[src/design/pps_pkg.sv]
// Constants and types for the pulse port status and frequency readout block
package pps_pkg;

  // ****************************************
  // Clock and sampling windows
  // ****************************************
  localparam int unsigned CLK_HZ = 20000000;
  localparam int unsigned WIN_A_MS = 10;
  localparam int unsigned WIN_B_MS = 100;
  localparam int unsigned WIN_C_MS = 1000;
  // Window lengths in cycles; all exceed 4096 so the top takes them as params
  localparam int unsigned WIN_A_CYC = CLK_HZ / 1000 * WIN_A_MS;
  localparam int unsigned WIN_B_CYC = CLK_HZ / 1000 * WIN_B_MS;
  localparam int unsigned WIN_C_CYC = CLK_HZ / 1000 * WIN_C_MS;
  localparam int unsigned WIN_W = 25;
  localparam int unsigned CNT_W = 18;
  // Scale from pulses per window to pulses per second
  localparam logic [31:0] MULT_A = 32'h0000_0064;
  localparam logic [31:0] MULT_B = 32'h0000_000A;
  localparam logic [31:0] MULT_C = 32'h0000_0001;
  localparam logic [CNT_W-1:0] CNT_CAP = 18'h3_FFFF;

  // ****************************************
  // Frequency ceilings
  // ****************************************
  localparam logic [31:0] FREQ_MAX_STD = 32'h0001_86A0;
  localparam logic [31:0] FREQ_MAX_QUAD = 32'h0003_0D40;
  localparam int unsigned PFREQ_W = 17;

  // ****************************************
  // Port selectors and control codes
  // ****************************************
  localparam logic [15:0] PORT_PLS0 = 16'h0000;
  localparam logic [15:0] PORT_PLS1 = 16'h0001;
  localparam logic [15:0] PORT_HSC0 = 16'h0010;
  localparam logic [15:0] PORT_HSC_LAST = 16'h0015;
  localparam logic [15:0] PORT_PWM = 16'h1000;
  localparam logic [15:0] CODE_PV = 16'h0000;
  localparam logic [15:0] CODE_STAT = 16'h0001;
  localparam logic [15:0] CODE_RANGE = 16'h0002;
  localparam logic [15:0] CODE_FREQ = 16'h0003;
  localparam logic [15:0] CODE_S10 = 16'h0013;
  localparam logic [15:0] CODE_S100 = 16'h0023;
  localparam logic [15:0] CODE_S1S = 16'h0033;

  // ****************************************
  // Register map and field positions
  // ****************************************
  localparam int unsigned APB_AW = 8;
  localparam logic [7:0] ADDR_PORT = 8'h00;
  localparam logic [7:0] ADDR_CODE = 8'h04;
  localparam logic [7:0] ADDR_EXEC = 8'h08;
  localparam logic [7:0] ADDR_DLO = 8'h0C;
  localparam logic [7:0] ADDR_DHI = 8'h10;
  localparam logic [7:0] ADDR_FLAGS = 8'h14;
  localparam int unsigned PST_ACCEL = 0;
  localparam int unsigned PST_OVF = 1;
  localparam int unsigned PST_AMT = 2;
  localparam int unsigned PST_DONE = 3;
  localparam int unsigned PST_ERRSTOP = 4;
  localparam int unsigned PWM_OUT_BIT = 0;
  localparam int unsigned FLAG_ERR_BIT = 0;
  localparam logic [15:0] RST_WORD = 16'h0000;
  localparam logic [31:0] RST_FREQ = 32'h0000_0000;

  // ****************************************
  // Types
  // ****************************************
  typedef enum logic [1:0] {SAMP_10MS, SAMP_100MS, SAMP_1S} pps_samp_t;

  typedef struct packed {
    logic [15:0] port;
    logic [15:0] code;
    logic [15:0] destLo;
    logic [15:0] destHi;
    logic err;
    logic [31:0] rdata;
    logic slverr;
    logic rdOk;
    pps_samp_t samp;
    logic [WIN_W-1:0] winCnt;
    logic [CNT_W-1:0] pulseCnt;
    logic [31:0] freq;
  } pps_state_t;

endpackage : pps_pkg

[src/design/pps_readout.sv]
// Pulse port status, range result and frequency readout with APB registers
`timescale 1ns/100ps

module pps_readout #(
  parameter int unsigned NUM_PLS = 2,
  parameter int unsigned NUM_HSC = 6,
  parameter int unsigned HSC_STAT_W = 16,
  parameter int unsigned RANGE_N = 6,
  parameter int unsigned WIN_A = pps_pkg::WIN_A_CYC,
  parameter int unsigned WIN_B = pps_pkg::WIN_B_CYC,
  parameter int unsigned WIN_C = pps_pkg::WIN_C_CYC
) (
  input wire logic clk_sys,
  input wire logic rst_b,
  input wire logic clkEn,
  input wire logic psel,
  input wire logic penable,
  input wire logic pwrite,
  input wire logic [pps_pkg::APB_AW-1:0] paddr,
  input wire logic [31:0] pwdata,
  input wire logic [3:0] pstrb,
  output logic [31:0] prdata,
  output logic pready,
  output logic pslverr,
  input wire logic [NUM_PLS-1:0] pulseAccel,
  input wire logic [NUM_PLS-1:0] pulseOvf,
  input wire logic [NUM_PLS-1:0] pulseAmtSet,
  input wire logic [NUM_PLS-1:0] pulseDone,
  input wire logic [NUM_PLS-1:0] pulseErrStop,
  input wire logic [NUM_PLS*pps_pkg::PFREQ_W-1:0] pulseFreq,
  input wire logic [NUM_HSC-1:0] hscEnabled,
  input wire logic [NUM_HSC*HSC_STAT_W-1:0] hscStatus,
  input wire logic [NUM_HSC-1:0] hscRangeActive,
  input wire logic [NUM_HSC*RANGE_N-1:0] hscRangeHit,
  input wire logic hscQuad4x,
  input wire logic hscCount,
  input wire logic pwmOut,
  output logic instructionErrorFlag
);
  import pps_pkg::*;

  // ****************************************
  // Per-channel word assembly
  // ****************************************
  logic [15:0] plsWord [NUM_PLS];
  logic [31:0] plsFreqW [NUM_PLS];
  logic [15:0] hscWord [NUM_HSC];
  logic [15:0] rangeWord [NUM_HSC];

  // Pulse output status, counter status and range words per channel
  // Rebuilt every cycle, so a command sees the pins of its own edge
  genvar gi;
  generate
    for (gi = 0; gi < NUM_PLS; gi++) begin : g_pls
      always_comb begin
        plsWord[gi] = RST_WORD;
        plsWord[gi][PST_ACCEL] = pulseAccel[gi];
        plsWord[gi][PST_OVF] = pulseOvf[gi];
        plsWord[gi][PST_AMT] = pulseAmtSet[gi];
        plsWord[gi][PST_DONE] = pulseDone[gi];
        plsWord[gi][PST_ERRSTOP] = pulseErrStop[gi];
        plsFreqW[gi] = 32'h0000_0000;
        plsFreqW[gi][PFREQ_W-1:0] =
          pulseFreq[gi*PFREQ_W +: PFREQ_W];
        // Guard against a generator reporting past its ceiling
        // instead of passing an oversize value on
        if (plsFreqW[gi] > FREQ_MAX_STD) begin
          plsFreqW[gi] = FREQ_MAX_STD;
        end
      end
    end
    // Counter words are padded to 16 bits; unused bits read zero
    for (gi = 0; gi < NUM_HSC; gi++) begin : g_hsc
      always_comb begin
        hscWord[gi] = RST_WORD;
        hscWord[gi][HSC_STAT_W-1:0] =
          hscStatus[gi*HSC_STAT_W +: HSC_STAT_W];
        rangeWord[gi] = RST_WORD;
        rangeWord[gi][RANGE_N-1:0] =
          hscRangeHit[gi*RANGE_N +: RANGE_N];
      end
    end
  endgenerate

  // ****************************************
  // State
  // ****************************************
  // Whole block state; one register keeps every field in step
  pps_state_t s_r;
  pps_state_t s_nxt;

  // Bus answer from registers; a setup cycle lost to a low clock enable
  // costs one wait state, so data shown with pready is never left over
  assign pready = clkEn & s_r.rdOk;
  assign prdata = s_r.rdata;
  // Error shown only in an access phase whose answer has been latched
  assign pslverr = s_r.slverr & s_r.rdOk & psel & penable;
  assign instructionErrorFlag = s_r.err;

  // ****************************************
  // Next-state logic
  // ****************************************
  always_comb begin
    logic latchNow;
    logic doneAcc;
    logic wrAcc;
    logic execNow;
    logic isPls;
    logic isHsc;
    logic isHsc0;
    logic isPwm;
    logic isSamp;
    logic cErr;
    logic pErr;
    logic [2:0] hIdx;
    logic plsIdx;
    logic [15:0] resLo;
    logic [15:0] resHi;
    logic [31:0] res32;
    pps_samp_t newSamp;
    logic [WIN_W-1:0] winLast;
    logic [31:0] mult;
    logic [31:0] limit;
    logic [CNT_W-1:0] cntNow;
    logic [31:0] prod;
    logic [15:0] portW;
    logic [15:0] codeW;
    // Latch in setup, or late in the access phase if setup was frozen
    latchNow = psel & (~penable | ~s_r.rdOk);
    // A transfer completes only once its answer has been latched
    doneAcc = psel & penable & s_r.rdOk;
    wrAcc = doneAcc & pwrite;
    execNow = 1'b0;
    isPls = 1'b0;
    isHsc = 1'b0;
    isHsc0 = 1'b0;
    isPwm = 1'b0;
    isSamp = 1'b0;
    cErr = 1'b0;
    pErr = 1'b0;
    hIdx = 3'h0;
    plsIdx = 1'b0;
    resLo = RST_WORD;
    resHi = RST_WORD;
    res32 = RST_FREQ;
    newSamp = s_r.samp;
    winLast = '0;
    mult = MULT_A;
    limit = FREQ_MAX_STD;
    cntNow = '0;
    prod = 32'h0000_0000;
    portW = s_r.port;
    codeW = s_r.code;
    // Everything not written below keeps its value
    s_nxt = s_r;

    // Register writes with byte lanes; take effect at the access edge
    // Only lanes 0 and 1 exist; upper lanes are ignored without error
    if (wrAcc) begin
      if (paddr == ADDR_PORT) begin
        if (pstrb[0]) begin
          portW[7:0] = pwdata[7:0];
        end
        if (pstrb[1]) begin
          portW[15:8] = pwdata[15:8];
        end
        s_nxt.port = portW;
      end
      if (paddr == ADDR_CODE) begin
        if (pstrb[0]) begin
          codeW[7:0] = pwdata[7:0];
        end
        if (pstrb[1]) begin
          codeW[15:8] = pwdata[15:8];
        end
        s_nxt.code = codeW;
      end
      execNow = (paddr == ADDR_EXEC);
    end

    // Read data and unmapped check latched one edge before completion;
    // reads have no side effects, so a late latch is harmless
    if (latchNow) begin
      s_nxt.rdOk = 1'b1;
      s_nxt.slverr = 1'b0;
      s_nxt.rdata = 32'h0000_0000;
      unique case (paddr)
        ADDR_PORT: s_nxt.rdata[15:0] = s_r.port;
        ADDR_CODE: s_nxt.rdata[15:0] = s_r.code;
        ADDR_EXEC: s_nxt.rdata = 32'h0000_0000;
        ADDR_DLO: s_nxt.rdata[15:0] = s_r.destLo;
        ADDR_DHI: s_nxt.rdata[15:0] = s_r.destHi;
        ADDR_FLAGS: s_nxt.rdata[FLAG_ERR_BIT] = s_r.err;
        default: s_nxt.slverr = 1'b1;
      endcase
    end
    // The handshake flag drops with the completing edge
    if (doneAcc) begin
      s_nxt.rdOk = 1'b0;
    end

    // Decode port and code held in the registers
    // hIdx is only used once the port is known to be a counter
    isPls = (s_r.port == PORT_PLS0) || (s_r.port == PORT_PLS1);
    plsIdx = s_r.port[0];
    isHsc = (s_r.port >= PORT_HSC0) && (s_r.port <= PORT_HSC_LAST);
    isHsc0 = (s_r.port == PORT_HSC0);
    isPwm = (s_r.port == PORT_PWM);
    hIdx = s_r.port[2:0];
    pErr = ~(isPls | isHsc | isPwm);
    isSamp = (s_r.code == CODE_S10) || (s_r.code == CODE_S100) ||
             (s_r.code == CODE_S1S);
    cErr = ~(isSamp || (s_r.code == CODE_PV) ||
             (s_r.code == CODE_STAT) || (s_r.code == CODE_RANGE) ||
             (s_r.code == CODE_FREQ));

    // Low two digits of the sampling code pick the window
    // Codes other than the three choices fall back to the shortest window
    unique case (s_r.code[7:0])
      CODE_S100[7:0]: newSamp = SAMP_100MS;
      CODE_S1S[7:0]: newSamp = SAMP_1S;
      default: newSamp = SAMP_10MS;
    endcase

    // Command execution; on error the destination keeps its old value
    if (execNow) begin
      s_nxt.err = 1'b0;
      // Every command clears the flag; only a refused one sets it
      if (pErr || cErr) begin
        s_nxt.err = 1'b1;
      end else if (isPls) begin
        if (s_r.code == CODE_STAT) begin
          resLo = plsWord[plsIdx];
        end else if (s_r.code == CODE_FREQ) begin
          res32 = plsFreqW[plsIdx];
          resLo = res32[15:0];
          resHi = res32[31:16];
        // Present value lives outside this block and reads as zero
        end else if (s_r.code != CODE_PV) begin
          s_nxt.err = 1'b1;
        end
      end else if (isPwm) begin
        // PWM reports only its output level
        if (s_r.code == CODE_STAT) begin
          resLo[PWM_OUT_BIT] = pwmOut;
        end else begin
          s_nxt.err = 1'b1;
        end
      // A port not set up as a counter refuses every code
      end else if (!hscEnabled[hIdx]) begin
        s_nxt.err = 1'b1;
      end else if (s_r.code == CODE_STAT) begin
        resLo = hscWord[hIdx];
      end else if (s_r.code == CODE_RANGE) begin
        // Range results only while range comparison runs
        if (hscRangeActive[hIdx]) begin
          resLo = rangeWord[hIdx];
        end else begin
          s_nxt.err = 1'b1;
        end
      end else if (isSamp) begin
        if (!isHsc0) begin
          s_nxt.err = 1'b1;
        end else begin
          // The read also picks the window for the coming measurements
          // Both halves from one 32-bit register, never torn
          resLo = s_r.freq[15:0];
          resHi = s_r.freq[31:16];
          s_nxt.samp = newSamp;
        end
      end else if (s_r.code == CODE_FREQ) begin
        s_nxt.err = 1'b1;
      end
      // A refused command leaves the destination words untouched
      if (!s_nxt.err) begin
        s_nxt.destLo = resLo;
        s_nxt.destHi = resHi;
      end
    end

    // ****************************************
    // Frequency measurement on counter 0
    // ****************************************
    // Short test windows keep the rate scaling of the full ones
    unique case (s_r.samp)
      SAMP_10MS: begin
        winLast = WIN_W'(WIN_A - 1);
        mult = MULT_A;
      end
      SAMP_100MS: begin
        winLast = WIN_W'(WIN_B - 1);
        mult = MULT_B;
      end
      SAMP_1S: begin
        winLast = WIN_W'(WIN_C - 1);
        mult = MULT_C;
      end
      default: begin
        winLast = WIN_W'(WIN_A - 1);
        mult = MULT_A;
      end
    endcase
    // Ceiling follows the input method when the window closes
    limit = hscQuad4x ? FREQ_MAX_QUAD : FREQ_MAX_STD;

    // Pulse count saturates so a long window cannot wrap
    // and report a small rate for a very fast input
    cntNow = s_r.pulseCnt;
    if (hscCount && (s_r.pulseCnt != CNT_CAP)) begin
      cntNow = s_r.pulseCnt + CNT_W'(1);
    end
    // A capped count times 100 still fits well inside 32 bits
    prod = 32'({14'h0000, cntNow} * mult);

    if (s_nxt.samp != s_r.samp) begin
      // New method: drop the half-done window
      // so no result ever mixes two window lengths
      s_nxt.winCnt = '0;
      s_nxt.pulseCnt = '0;
    end else if (s_r.winCnt >= winLast) begin
      // Clamp instead of wrap above the ceiling
      // The result is written whole, so both halves always match
      s_nxt.freq = (prod > limit) ? limit : prod;
      s_nxt.winCnt = '0;
      s_nxt.pulseCnt = '0;
    end else begin
      s_nxt.winCnt = s_r.winCnt + WIN_W'(1);
      s_nxt.pulseCnt = cntNow;
    end
  end

  // ****************************************
  // State register
  // ****************************************
  // Clock enable low freezes everything, bus included
  // Asynchronous reset loads constants only
  always_ff @(posedge clk_sys or negedge rst_b) begin
    if (!rst_b) begin
      s_r <= '{port: RST_WORD, code: RST_WORD, destLo: RST_WORD,
               destHi: RST_WORD, err: 1'b0, rdata: RST_FREQ,
               slverr: 1'b0, rdOk: 1'b0, samp: SAMP_10MS, winCnt: '0,
               pulseCnt: '0, freq: RST_FREQ};
    end else if (clkEn) begin
      s_r <= s_nxt;
    end
  end

endmodule : pps_readout

[config.mk]
export PLATFORM = sky130hd
export DESIGN_NAME = pps_readout
export DESIGN_NICKNAME = d
export VERILOG_FILES = /design/src/design/pps_pkg.sv /design/src/design/pps_readout.sv
export SDC_FILE = /design/constraint.sdc
export NUM_CORES = 1
export LEC_CHECK = 0
export BUFFER_PORTS_ARGS = -buffer_cell sky130_fd_sc_hd__buf_2
export CORE_MARGIN = 3
export CORE_UTILIZATION = 43
export CTS_BUF_LIST = sky130_fd_sc_hd__clkbuf_4
export DETAILED_ROUTE_END_ITERATION = 8
export PLACE_DENSITY = 0.62
export SLEW_MARGIN = 5
export SYNTH_ARGS = -nofsm -noshare
export SYNTH_HDL_FRONTEND = slang
export SYNTH_SLANG_ARGS = --single-unit
[constraint.sdc]
create_clock -name clk_sys -period 11 [get_ports clk_sys]
set_clock_uncertainty 0.05 [all_clocks]
set_input_delay 1.1 -clock clk_sys [delete_from_list [all_inputs] [get_ports clk_sys]]
set_output_delay 1.1 -clock clk_sys [all_outputs]
set_load 0.1 [all_outputs]
### Word level (Yosys, flattened, before mapping)

Index checks and enable logic that the tools add are counted.

| cells by class | value |
|---|---|
| add/subtract/negate cells | 2 |
| multiply operators | 1 |
| magnitude comparators | 9 |
| equality and inequality tests | 20 |
| mux-type cells | 79 |
| bitwise gates (word level) | 19 |
| reduce and logical (&&, ||, !) cells | 25 |

Operator list:

| kind | number |
|---|---|
| $mux 16 | 26 |
| $mux 32 | 4 |
| $bmux 16 s3 | 2 |
| $mux 43 | 2 |
| $pmux 15 s4 | 1 |
| $pmux 25 s2 | 1 |
| $mux 18 | 2 |
| $gt 17x17->1 const B | 2 |
| $mux 17 | 2 |
| $eq 16x1->1 const B | 2 |
| $eq 16x2->1 const B | 2 |
| $eq 16x5->1 const B | 2 |
| $eq 16x6->1 const B | 2 |
| $gt 32x18->1 | 1 |
| $logic_not 16->1 | 2 |
| $mul 18x32->32 | 1 |
| $add 25x1->25 const B | 1 |
| $ge 25x25->1 | 1 |
| $mux 1 | 23 |
| $add 18x1->18 const B | 1 |
| $mux 2 | 9 |
| $ne 18x18->1 const B | 1 |
| $eq 16x13->1 const B | 1 |
| $eq 8x4->1 const B | 2 |
| other kinds (31) | 62 |

| word-level totals | value |
|---|---|
| register bits after elaboration | 160 |
| input port bits | 241 |
| output and inout bits | 35 |

### Logic depth before layout (Yosys ltp)

Gate-level depths: netlist of run 1.

| logic depth | value |
|---|---|
| depth after elaboration | 14 |
| depth in mapped cells | 35 |
| depth with buffers taken out | 32 |

### Least setup slack after synthesis of run 1

No wires, ideal clock.

| path | value |
|---|---|
| kind | input to register |
| from | input port hscCount |
| to | register s_r[10] in the netlist's numbering |
| library setup time | 130 ps |
| arrival | 7726 ps |
| data required time | 10820 ps |
| path slack | 3094 ps |
| stages on the path | 31 |
| cells stage by stage | o21a_1 nand2_1 nor2_1 nand3_1 xnor2_1 and2_1 inv_1 fa_1 inv_1 fa_1 fa_1 inv_1 fa_1 inv_1 ha_1 a21o_1 a221o_1 a21oi_2 a21oi_1 nor2_1 xnor2_1 ha_1 nand2_1 or3_1 a221o_1 o31a_1 o21ai_2 and4b_1 buf_6 buf_6 a21oi_1 |

| between the ends | value |
|---|---|
| longest elaborated chain between the ends | 5 |

RTL lines:

| what | RTL line | text |
|---|---|---|
| start, declared | pps_readout.sv:36 | `input wire logic hscCount,` |
| $logic_and 1x1->1 * | pps_readout.sv:309 | `if (hscCount && (s_r.pulseCnt != CNT_CAP)) begin` |
| $mux 18 * | pps_readout.sv:309 |  |
| $mul 18x32->32 * | pps_readout.sv:313 | `prod = 32'({14'h0000, cntNow} * mult);` |
| $gt 32x18->1 | pps_readout.sv:323 | `s_nxt.freq = (prod > limit) ? limit : prod;` |
| $mux 32 * | pps_readout.sv:323 |  |
| end signal, assigned | pps_readout.sv:339 | `s_r <= '{port: RST_WORD, code: RST_WORD, destLo: RST_WORD,` |
| end signal, assigned | pps_readout.sv:344 | `s_r <= s_nxt;` |
| end, declared | pps_readout.sv:89 | `pps_state_t s_r;` |

Mark *: on every way between the ends. The rest lies on a longest branch, timed or not.
A chain may end at the register's enable or synchronous reset.

### Worst setup path after layout of run 1

| path | value |
|---|---|
| from | register s_r[32] in the netlist's numbering |
| to | register s_r[5] in the netlist's numbering |

| between the ends | value |
|---|---|
| longest elaborated chain between the ends | 6 |
| elaborated cells between the ends (all ways) | 7 |

RTL lines:

| what | RTL line |
|---|---|
| parallel branches: the longest is 2 deep, another holds $add 18x1->18 | -- |
| $mux 18 * | pps_readout.sv:309 |
| $mul 18x32->32 * | pps_readout.sv:313 |
| $gt 32x18->1 | pps_readout.sv:323 |
| $mux 32 * | pps_readout.sv:323 |

Mark *: on every way between the ends.

==> impl_metrics.toml, run 1 <==
[worst_setup_path]
critPathSlowestCell = "and4b_1"
arrival_ns = 9.26
critPathKind = "flip-flop to flip-flop"
worstPathRequired_ns = 11.43
r2r_cells = 32
critPathMaxFanout = 18
cpPeakStageDelay_ns = 0.66
cp-start-kind = "flip-flop"
end_kind = "flip-flop"

[power]
p_leak_uw = 0.007371
switchingPower_uw = 467.9
swShare = 0.3538
power.internal_uw = 854.6
power.share.clock = 0.288
comb_power_share = 0.267
ir_drop_mv = 0.06395
power_per_cell_area_nw_per_um2 = 87.74
seqPwrFrac = 0.445

[cts]
cts_setup_buffers = 0
ctsHoldBuffers = 0
cts_made_buffers = 17
clockRootBuffer = "clkbuf_4"
post_cts_resized = 0
cts_sinks = 150
cts.clk_slew.worst_paths_ns = 0.16
h-tree-depth = 4
insertion_delay_ns = 0.56
cts_tree = "done"
clk_path_buf_depth = 2

[sta]
slew_headroom = 0.1472
finalCriticalPeriod_ns = 8.826
setup_violations = 0
fmax_mhz = 113.3
worst_pin_slew_ns = 1.269
finalWorstSetupSlack_ns = 2.174
finalHoldViolations = 0
tns_ns = 0
rsz0062_at_grt = "no"
finalCritPeriodShare = 0.8024
maxSlewViolCount = 0

[layout]
nFillCells = 3019
drive_gt1_frac = 0.2195
syn2layout_area_growth_pct = 11.69
fin_nets = 2069

[placed_design]
port-buffer-count = 241
pre_cts_ws_ns = 2.023
gp_congestion = 0.8884
hpwlAfterDp_um = 32270

[detailed_routing]
via_per_inst = 5.692
first_pass_iters = 5
drt_iter0_markers = 945
wl_per_cell_um = 19.19
drc_errors = 0
postRouteAntennaNets = 0
routed_wl_um = 40230
vias = 11930

[global_routing]
gr-max-usage-layer = "met2"
grt_max_degree = 83
grt_pass1_vias = 11370
met1_usage = 0.3506
met2_usage = 0.3639
antenna_found_initial = 2
grt_usage = 0.2350
met3_usage = 0.03689
grt_pass1_wl_um = 62720
grt-ovfl-total = 0

[die]
die-area_um2 = 33540
core_region_area_um2 = 30750
start_util = 0.4388
ios = 276
die_w_um = 183.2
die_y_um = 183.2
num_rows = 64

[worst_hold_path]
min_path_cells = 1
holdCritPathClass = "flip-flop to flip-flop"

[yosys]
synth.distinct_cells = 77
ys.flop_type = "dfrtp_1"
seq_area_frac_synth = 0.2782
syn_area_um2 = 13490
synth_warnings = 0
synth_top_area_share = 0.2782
netlist_instances = 1507
async_flop_share = 1.000
synth.avg_cell_area_um2 = 8.954
synthTopCellsByArea = "dfrtp_1 28%, fa_1 8.9%, ha_1 7.6%"
synth_largest_area_cell = "dfrtp_1"
ys_ff_latch = 150
synth_edf_count = 0

[run]
drv_cap = 0

[status]
status = "finished clean"
==> per-layer routing <==
| layer | vias up | wire [µm] | part of all wire |
|---|---|---|---|
| li1 | 5654 | - | - |
| met1 | 5872 | 18710 | 0.47 |
| met2 | 365 | 18710 | 0.47 |
| met3 | 39 | 2229 | 0.055 |
| met4 | 0 | 576 | 0.014 |
| met5 | - | 0 | 0 |
==> logic make-up (layout without fill, tap and decap cells) <==
group / after synthesis / after routing / share of synthesized area
xor gates and xnor gates: 46 / 46 / 0.02986
buffers and inverters: 241 / 418 / 0.08067
other: 1 / 17 / 0.0002779
muxes: 105 / 105 / 0.1040
and+or+nand+nor: 463 / 463 / 0.1662
AOI/OAI and AO/OA: 358 / 358 / 0.1750
DFF: 150 / 150 / 0.2782
adders and majority gates: 143 / 143 / 0.1658
==> worst max-delay path: cells and delay by family, from the launching register on <==
kind                     cells  cell delay, ns
buffers and inverters        4            0.23
flip-flops                   1            0.50
AND/OR/NAND/NOR             10            2.38
adder cells (fa/ha/maj)      7            3.00
AO/OA/AOI/OAI                9            2.18
XOR/XNOR                     2            0.42
==> cells in the final DEF, fill, tap and decap left out, types with 5 or more instances in the layout <==
cell	n
and4_1	6
xor2_1	19
o21a_1	12
a21o_1	16
nand2b_1	11
nor4_1	7
fa_1	60
buf_4	10
clkbuf_4	18
dfrtp_1	149
a31oi_1	11
inv_6	5
o21ai_0	116
nand2_1	189
nand3_1	28
a22oi_1	16
buf_2	240
mux2_2	42
conb_1	16
ha_1	82
a22o_1	17
mux4_2	24
a211oi_1	12
nor2b_1	10
a21oi_1	64
or3_1	12
o31ai_1	16
or4_1	5
o221a_2	8
nor3_1	23
and3_1	22
nand4_1	13
xnor2_1	27
mux2i_1	39
a221oi_1	21
inv_1	132
and2_1	25
o22ai_1	6
a221o_1	10
nor2_1	88
==> cell usage after synthesis, types with 17 or more instances <==
library cell,number
ha_1,82
clkbuf_1,48
nand2_1,189
buf_4,32
xor2_1,19
a221oi_1,21
inv_1,132
mux2_2,42
o21ai_0,116
a22o_1,17
nor3_1,23
and2_1,25
nor2_1,88
and3_1,22
mux2i_1,39
fa_1,60
mux4_2,24
xnor2_1,27
dfrtp_1,150
a21oi_1,64
nand3_1,28
==> worst paths after layout <==
path	slack [ns]	end	from
hold / removal	0.44	s_r[55]	s_r[55]
setup / recovery	2.17	s_r[5]	s_r[32]
hold reg to reg	0.44	s_r[55]	s_r[55]
setup reg to reg	2.17	s_r[5]	s_r[32]
min in group asynchronous	0.51	s_r[77]	rst_b
max in group asynchronous	8.94	s_r[22]	rst_b
==> power groups by stage <==
stage / clock (µW) / sequential (µW) / combinational [µW]
floorplan: 0 / 592 / 247
global placement: 0 / 598 / 349
detailed placement: 0 / 599 / 357
CTS: 388 / 588 / 358
global route: 409 / 592 / 402
finish: 380 / 589 / 353
==> flip-flops by register name, summed over array words and instances (netlist names) <==
name / flops
s_r: 133
prdata: 16
instructionErrorFlag: 1
==> per-stage QoR <==
| stage | area, µm² | std cells | hold slack, ns | power (µW) | util |
|---|---|---|---|---|---|
| after floorplan | 13550 | 1522 | 0.3929 | 838.5 | - |
| after global placement | 14760 | 2063 | 0.4093 | 947.6 | 0.4799 |
| after detailed placement | 14760 | 2063 | 0.4206 | 955.9 | 0.4799 |
| after CTS | 15070 | 2095 | 0.4503 | 1335 | 0.4901 |
| after global routing | 15070 | 2096 | 0.4677 | 1403 | 0.4902 |
| final | 15070 | 2096 | 0.4445 | 1322 | 0.4902 |
==> cell type report <==
cell class	count	area, µm²	area share
inverter	135	506.7	0.03362
clock inverter	14	178.9	0.01187
antenna	1	2.502	0.0001660
clock buffer	18	135.1	0.008966
timing repair buffer	251	1287	0.08542
multi-input combinational	1131	8708	0.5778
tap	396	495.5	0.03287
sequential	150	3757	0.2493
Power figures use the tool's default switching activity.
==> inputs of run 2 (changes only) <==
--- a/config.mk
+++ b/config.mk
@@ -5,6 +5,7 @@
 export SDC_FILE = /design/constraint.sdc
 export NUM_CORES = 1
 export LEC_CHECK = 0
+export ABC_AREA = 1
 export BUFFER_PORTS_ARGS = -buffer_cell sky130_fd_sc_hd__buf_2
 export CORE_MARGIN = 3
 export CORE_UTILIZATION = 43
==> constraint.sdc (replaced) <==
create_clock -name clk_sys -period 8.2 [get_ports clk_sys]
set_clock_uncertainty 0.05 [all_clocks]
set_input_delay 0.82 -clock clk_sys [delete_from_list [all_inputs] [get_ports clk_sys]]
set_output_delay 0.82 -clock clk_sys [all_outputs]
set_load 0.1 [all_outputs]
==> run 2 against run 1 <==
  * Final area grew 5.9%
  * Sequential share of layout area decreased by 1.4 points
  * Via count up 19%
  * Largest power group is now combinational logic
  * Critical path type unchanged
  * Count of clock-buffer cells in the layout is the same
==> impl_metrics.toml, run 2 <==
[status]
status = "finished clean"

[worst_setup_path]
arrival_ns = 7.78
critPathMaxFanout = 16
cpPeakStageDelay_ns = 0.55
reg2reg_slack_ns = 0.80
worstSetupStartpoint = "s_r[32]"
end_kind = "flip-flop"
r2r-start = "s_r[32]"
worstPathRequired_ns = 8.58
critPathSlowestCell = "fa_1"
critPathKind = "flip-flop to flip-flop"
cp-start-kind = "flip-flop"

[detailed_routing]
first_pass_iters = 6
via_per_inst = 5.242
drt_iter0_markers = 1111
vias = 14200
drc_errors = 0
routed_wl_um = 44470
wl_per_cell_um = 16.42
postRouteAntennaNets = 0

[sta]
setup_violations = 0
rsz0062_at_grt = "no"
maxSlewViolCount = 0
fmax_mhz = 135.2
worst_pin_slew_ns = 1.074
slew_headroom = 0.2802
whs_ns = 0.2442
finalHoldViolations = 0
tns_ns = 0
finalCritPeriodShare = 0.9019
finalCriticalPeriod_ns = 7.396

[yosys]
synth_edf_count = 0
netlist_instances = 2058
synth_warnings = 0
synth.avg_cell_area_um2 = 6.945
async_flop_share = 1.000
synth_top_area_share = 0.2626
syn_area_um2 = 14290
seq_area_frac_synth = 0.2626
ys.flop_type = "dfrtp_1"
synth.distinct_cells = 61
synth_most_common_cell = "nand2_1"
ys_top_cells_by_count = "526 x nand2_1, 332 x inv_1, 184 x nor2_1, 150 x dfrtp_1, 113 x o21ai_0"
synth_largest_area_cell = "dfrtp_1"
synthTopCellsByArea = "dfrtp_1 26%, nand2_1 14%, inv_1 8.7%"
ys_ff_latch = 150

[power]
comb_power_share = 0.556
ir_drop_mv = 0.1017
power.internal_uw = 1593
swShare = 0.4888
p_leak_uw = 0.008387
power_per_cell_area_nw_per_um2 = 195.2
power.share.clock = 0.149
seqPwrFrac = 0.295
switchingPower_uw = 1523

[layout]
final_cell_mix = "526 x nand2_1, 332 x inv_1, 240 x buf_2, 184 x nor2_1, 150 x dfrtp_1"
largest_reg_flops = 133
top_register = "s_r"
drive_gt1_frac = 0.1440
final_common_cell = "nand2_1"
final_core_utilization = 0.4895
fin_nets = 2634
syn2layout_area_growth_pct = 11.69

[placed_design]
hpwlAfterDp_um = 35910
gp_congestion = 0.9244
port-buffer-count = 241

[cts]
ctsHoldBuffers = 0
cts.clk_slew.worst_paths_ns = 0.15
cts_setup_buffers = 0
cts_sinks = 150
insertion_delay_ns = 0.56
h-tree-depth = 4
cts_tree = "done"
cts_made_buffers = 17
post_cts_resized = 0
clockRootBuffer = "clkbuf_4"
clk_path_buf_depth = 2

[global_routing]
grt_pass1_wl_um = 71540
grt_max_degree = 88
antenna_found_initial = 2
grt-ovfl-total = 0
grt_pass1_vias = 13680
grt_usage = 0.2482

[die]
core_region_area_um2 = 32620
die-area_um2 = 35460
ios = 276
die_w_um = 188.3
die_y_um = 188.3
num_rows = 66
start_util = 0.4382

[worst_hold_path]
holdCritPathClass = "primary input to async pin"

[run]
drv_cap = 0
[run 2: path summary, 6_finish.rpt]
| check | cells after the start | endpoint |
|---|---|---|
| setup / recovery | 36 | s_r[17] |
| hold / removal | 1 | s_r[171] |
| setup reg to reg | 36 | s_r[17] |
| hold reg to reg | 2 | s_r[20] |
| max in group asynchronous | 2 | s_r[24] |
| min in group clk_sys | 2 | s_r[20] |
[run 2: layer usage]
| metal | wire length [µm] | up-vias | global-route usage |
|---|---|---|---|
| met2 | 21220 | 385 | 0.4106 |
| met5 | 0 | - | 0 |
| met4 | 985 | 0 | 0.06474 |
| met3 | 2296 | 62 | 0.03088 |
| met1 | 19970 | 6719 | 0.3464 |
| li1 | - | 7030 | - |
[run 2: through the flow]
step	std cells	area [µm²]	setup slack [ns]	power (µW)
finish	2708	15970	0.8042	3116
global placement	2674	15690	0.9360	2627
CTS	2706	15960	0.8365	3138
floorplan	2073	14350	1.796	2201
global route	2708	15970	0.1567	3461
detailed placement	2674	15690	0.8725	2659
[run 2: worst max-delay path, delay by kind of cell, from the launching register on]
kind	cells	cell delay [ns]
compound gates	2	0.42
simple gates	19	2.60
xor+xnor	2	0.39
flops	1	0.44
fa+ha+maj	7	3.03
buf+inv	6	0.34
[run 2: area by class of cell]
| cell class | count | area [µm²] |
|---|---|---|
| diodes | 2 | 5.005 |
| clock buffers | 18 | 135.1 |
| repair buffers | 252 | 1295 |
| flip-flops and latches | 150 | 3754 |
| multi-input cells | 1485 | 8785 |
| inverters | 345 | 1299 |
| fillers | 3435 | 16650 |
| clock inverters | 14 | 140.1 |
| well taps | 442 | 553.0 |
[run 2: cell families (layout without fill, tap and decap cells)]
group                      count (synthesis)  after routing  synth area share
adders and majority gates                142            142            0.1558
AOI/OAI and AO/OA                        326            326            0.1369
other                                      1             18         0.0002624
buffers and inverters                    438            629            0.1272
muxes                                      5              5          0.003502
DFF                                      150            150            0.2626
and+or+nand+nor                          949            949            0.2849
xor gates and xnor gates                  47             47           0.02880
[run 2: power by group through the flow]
stage | Clock (µW) | Combinational (µW) | Sequential, µW
floorplan | 0 | 1300 | 902
global placement | 0 | 1700 | 928
detailed placement | 0 | 1730 | 931
CTS | 481 | 1740 | 917
global route | 519 | 2010 | 931
finish | 464 | 1730 | 919
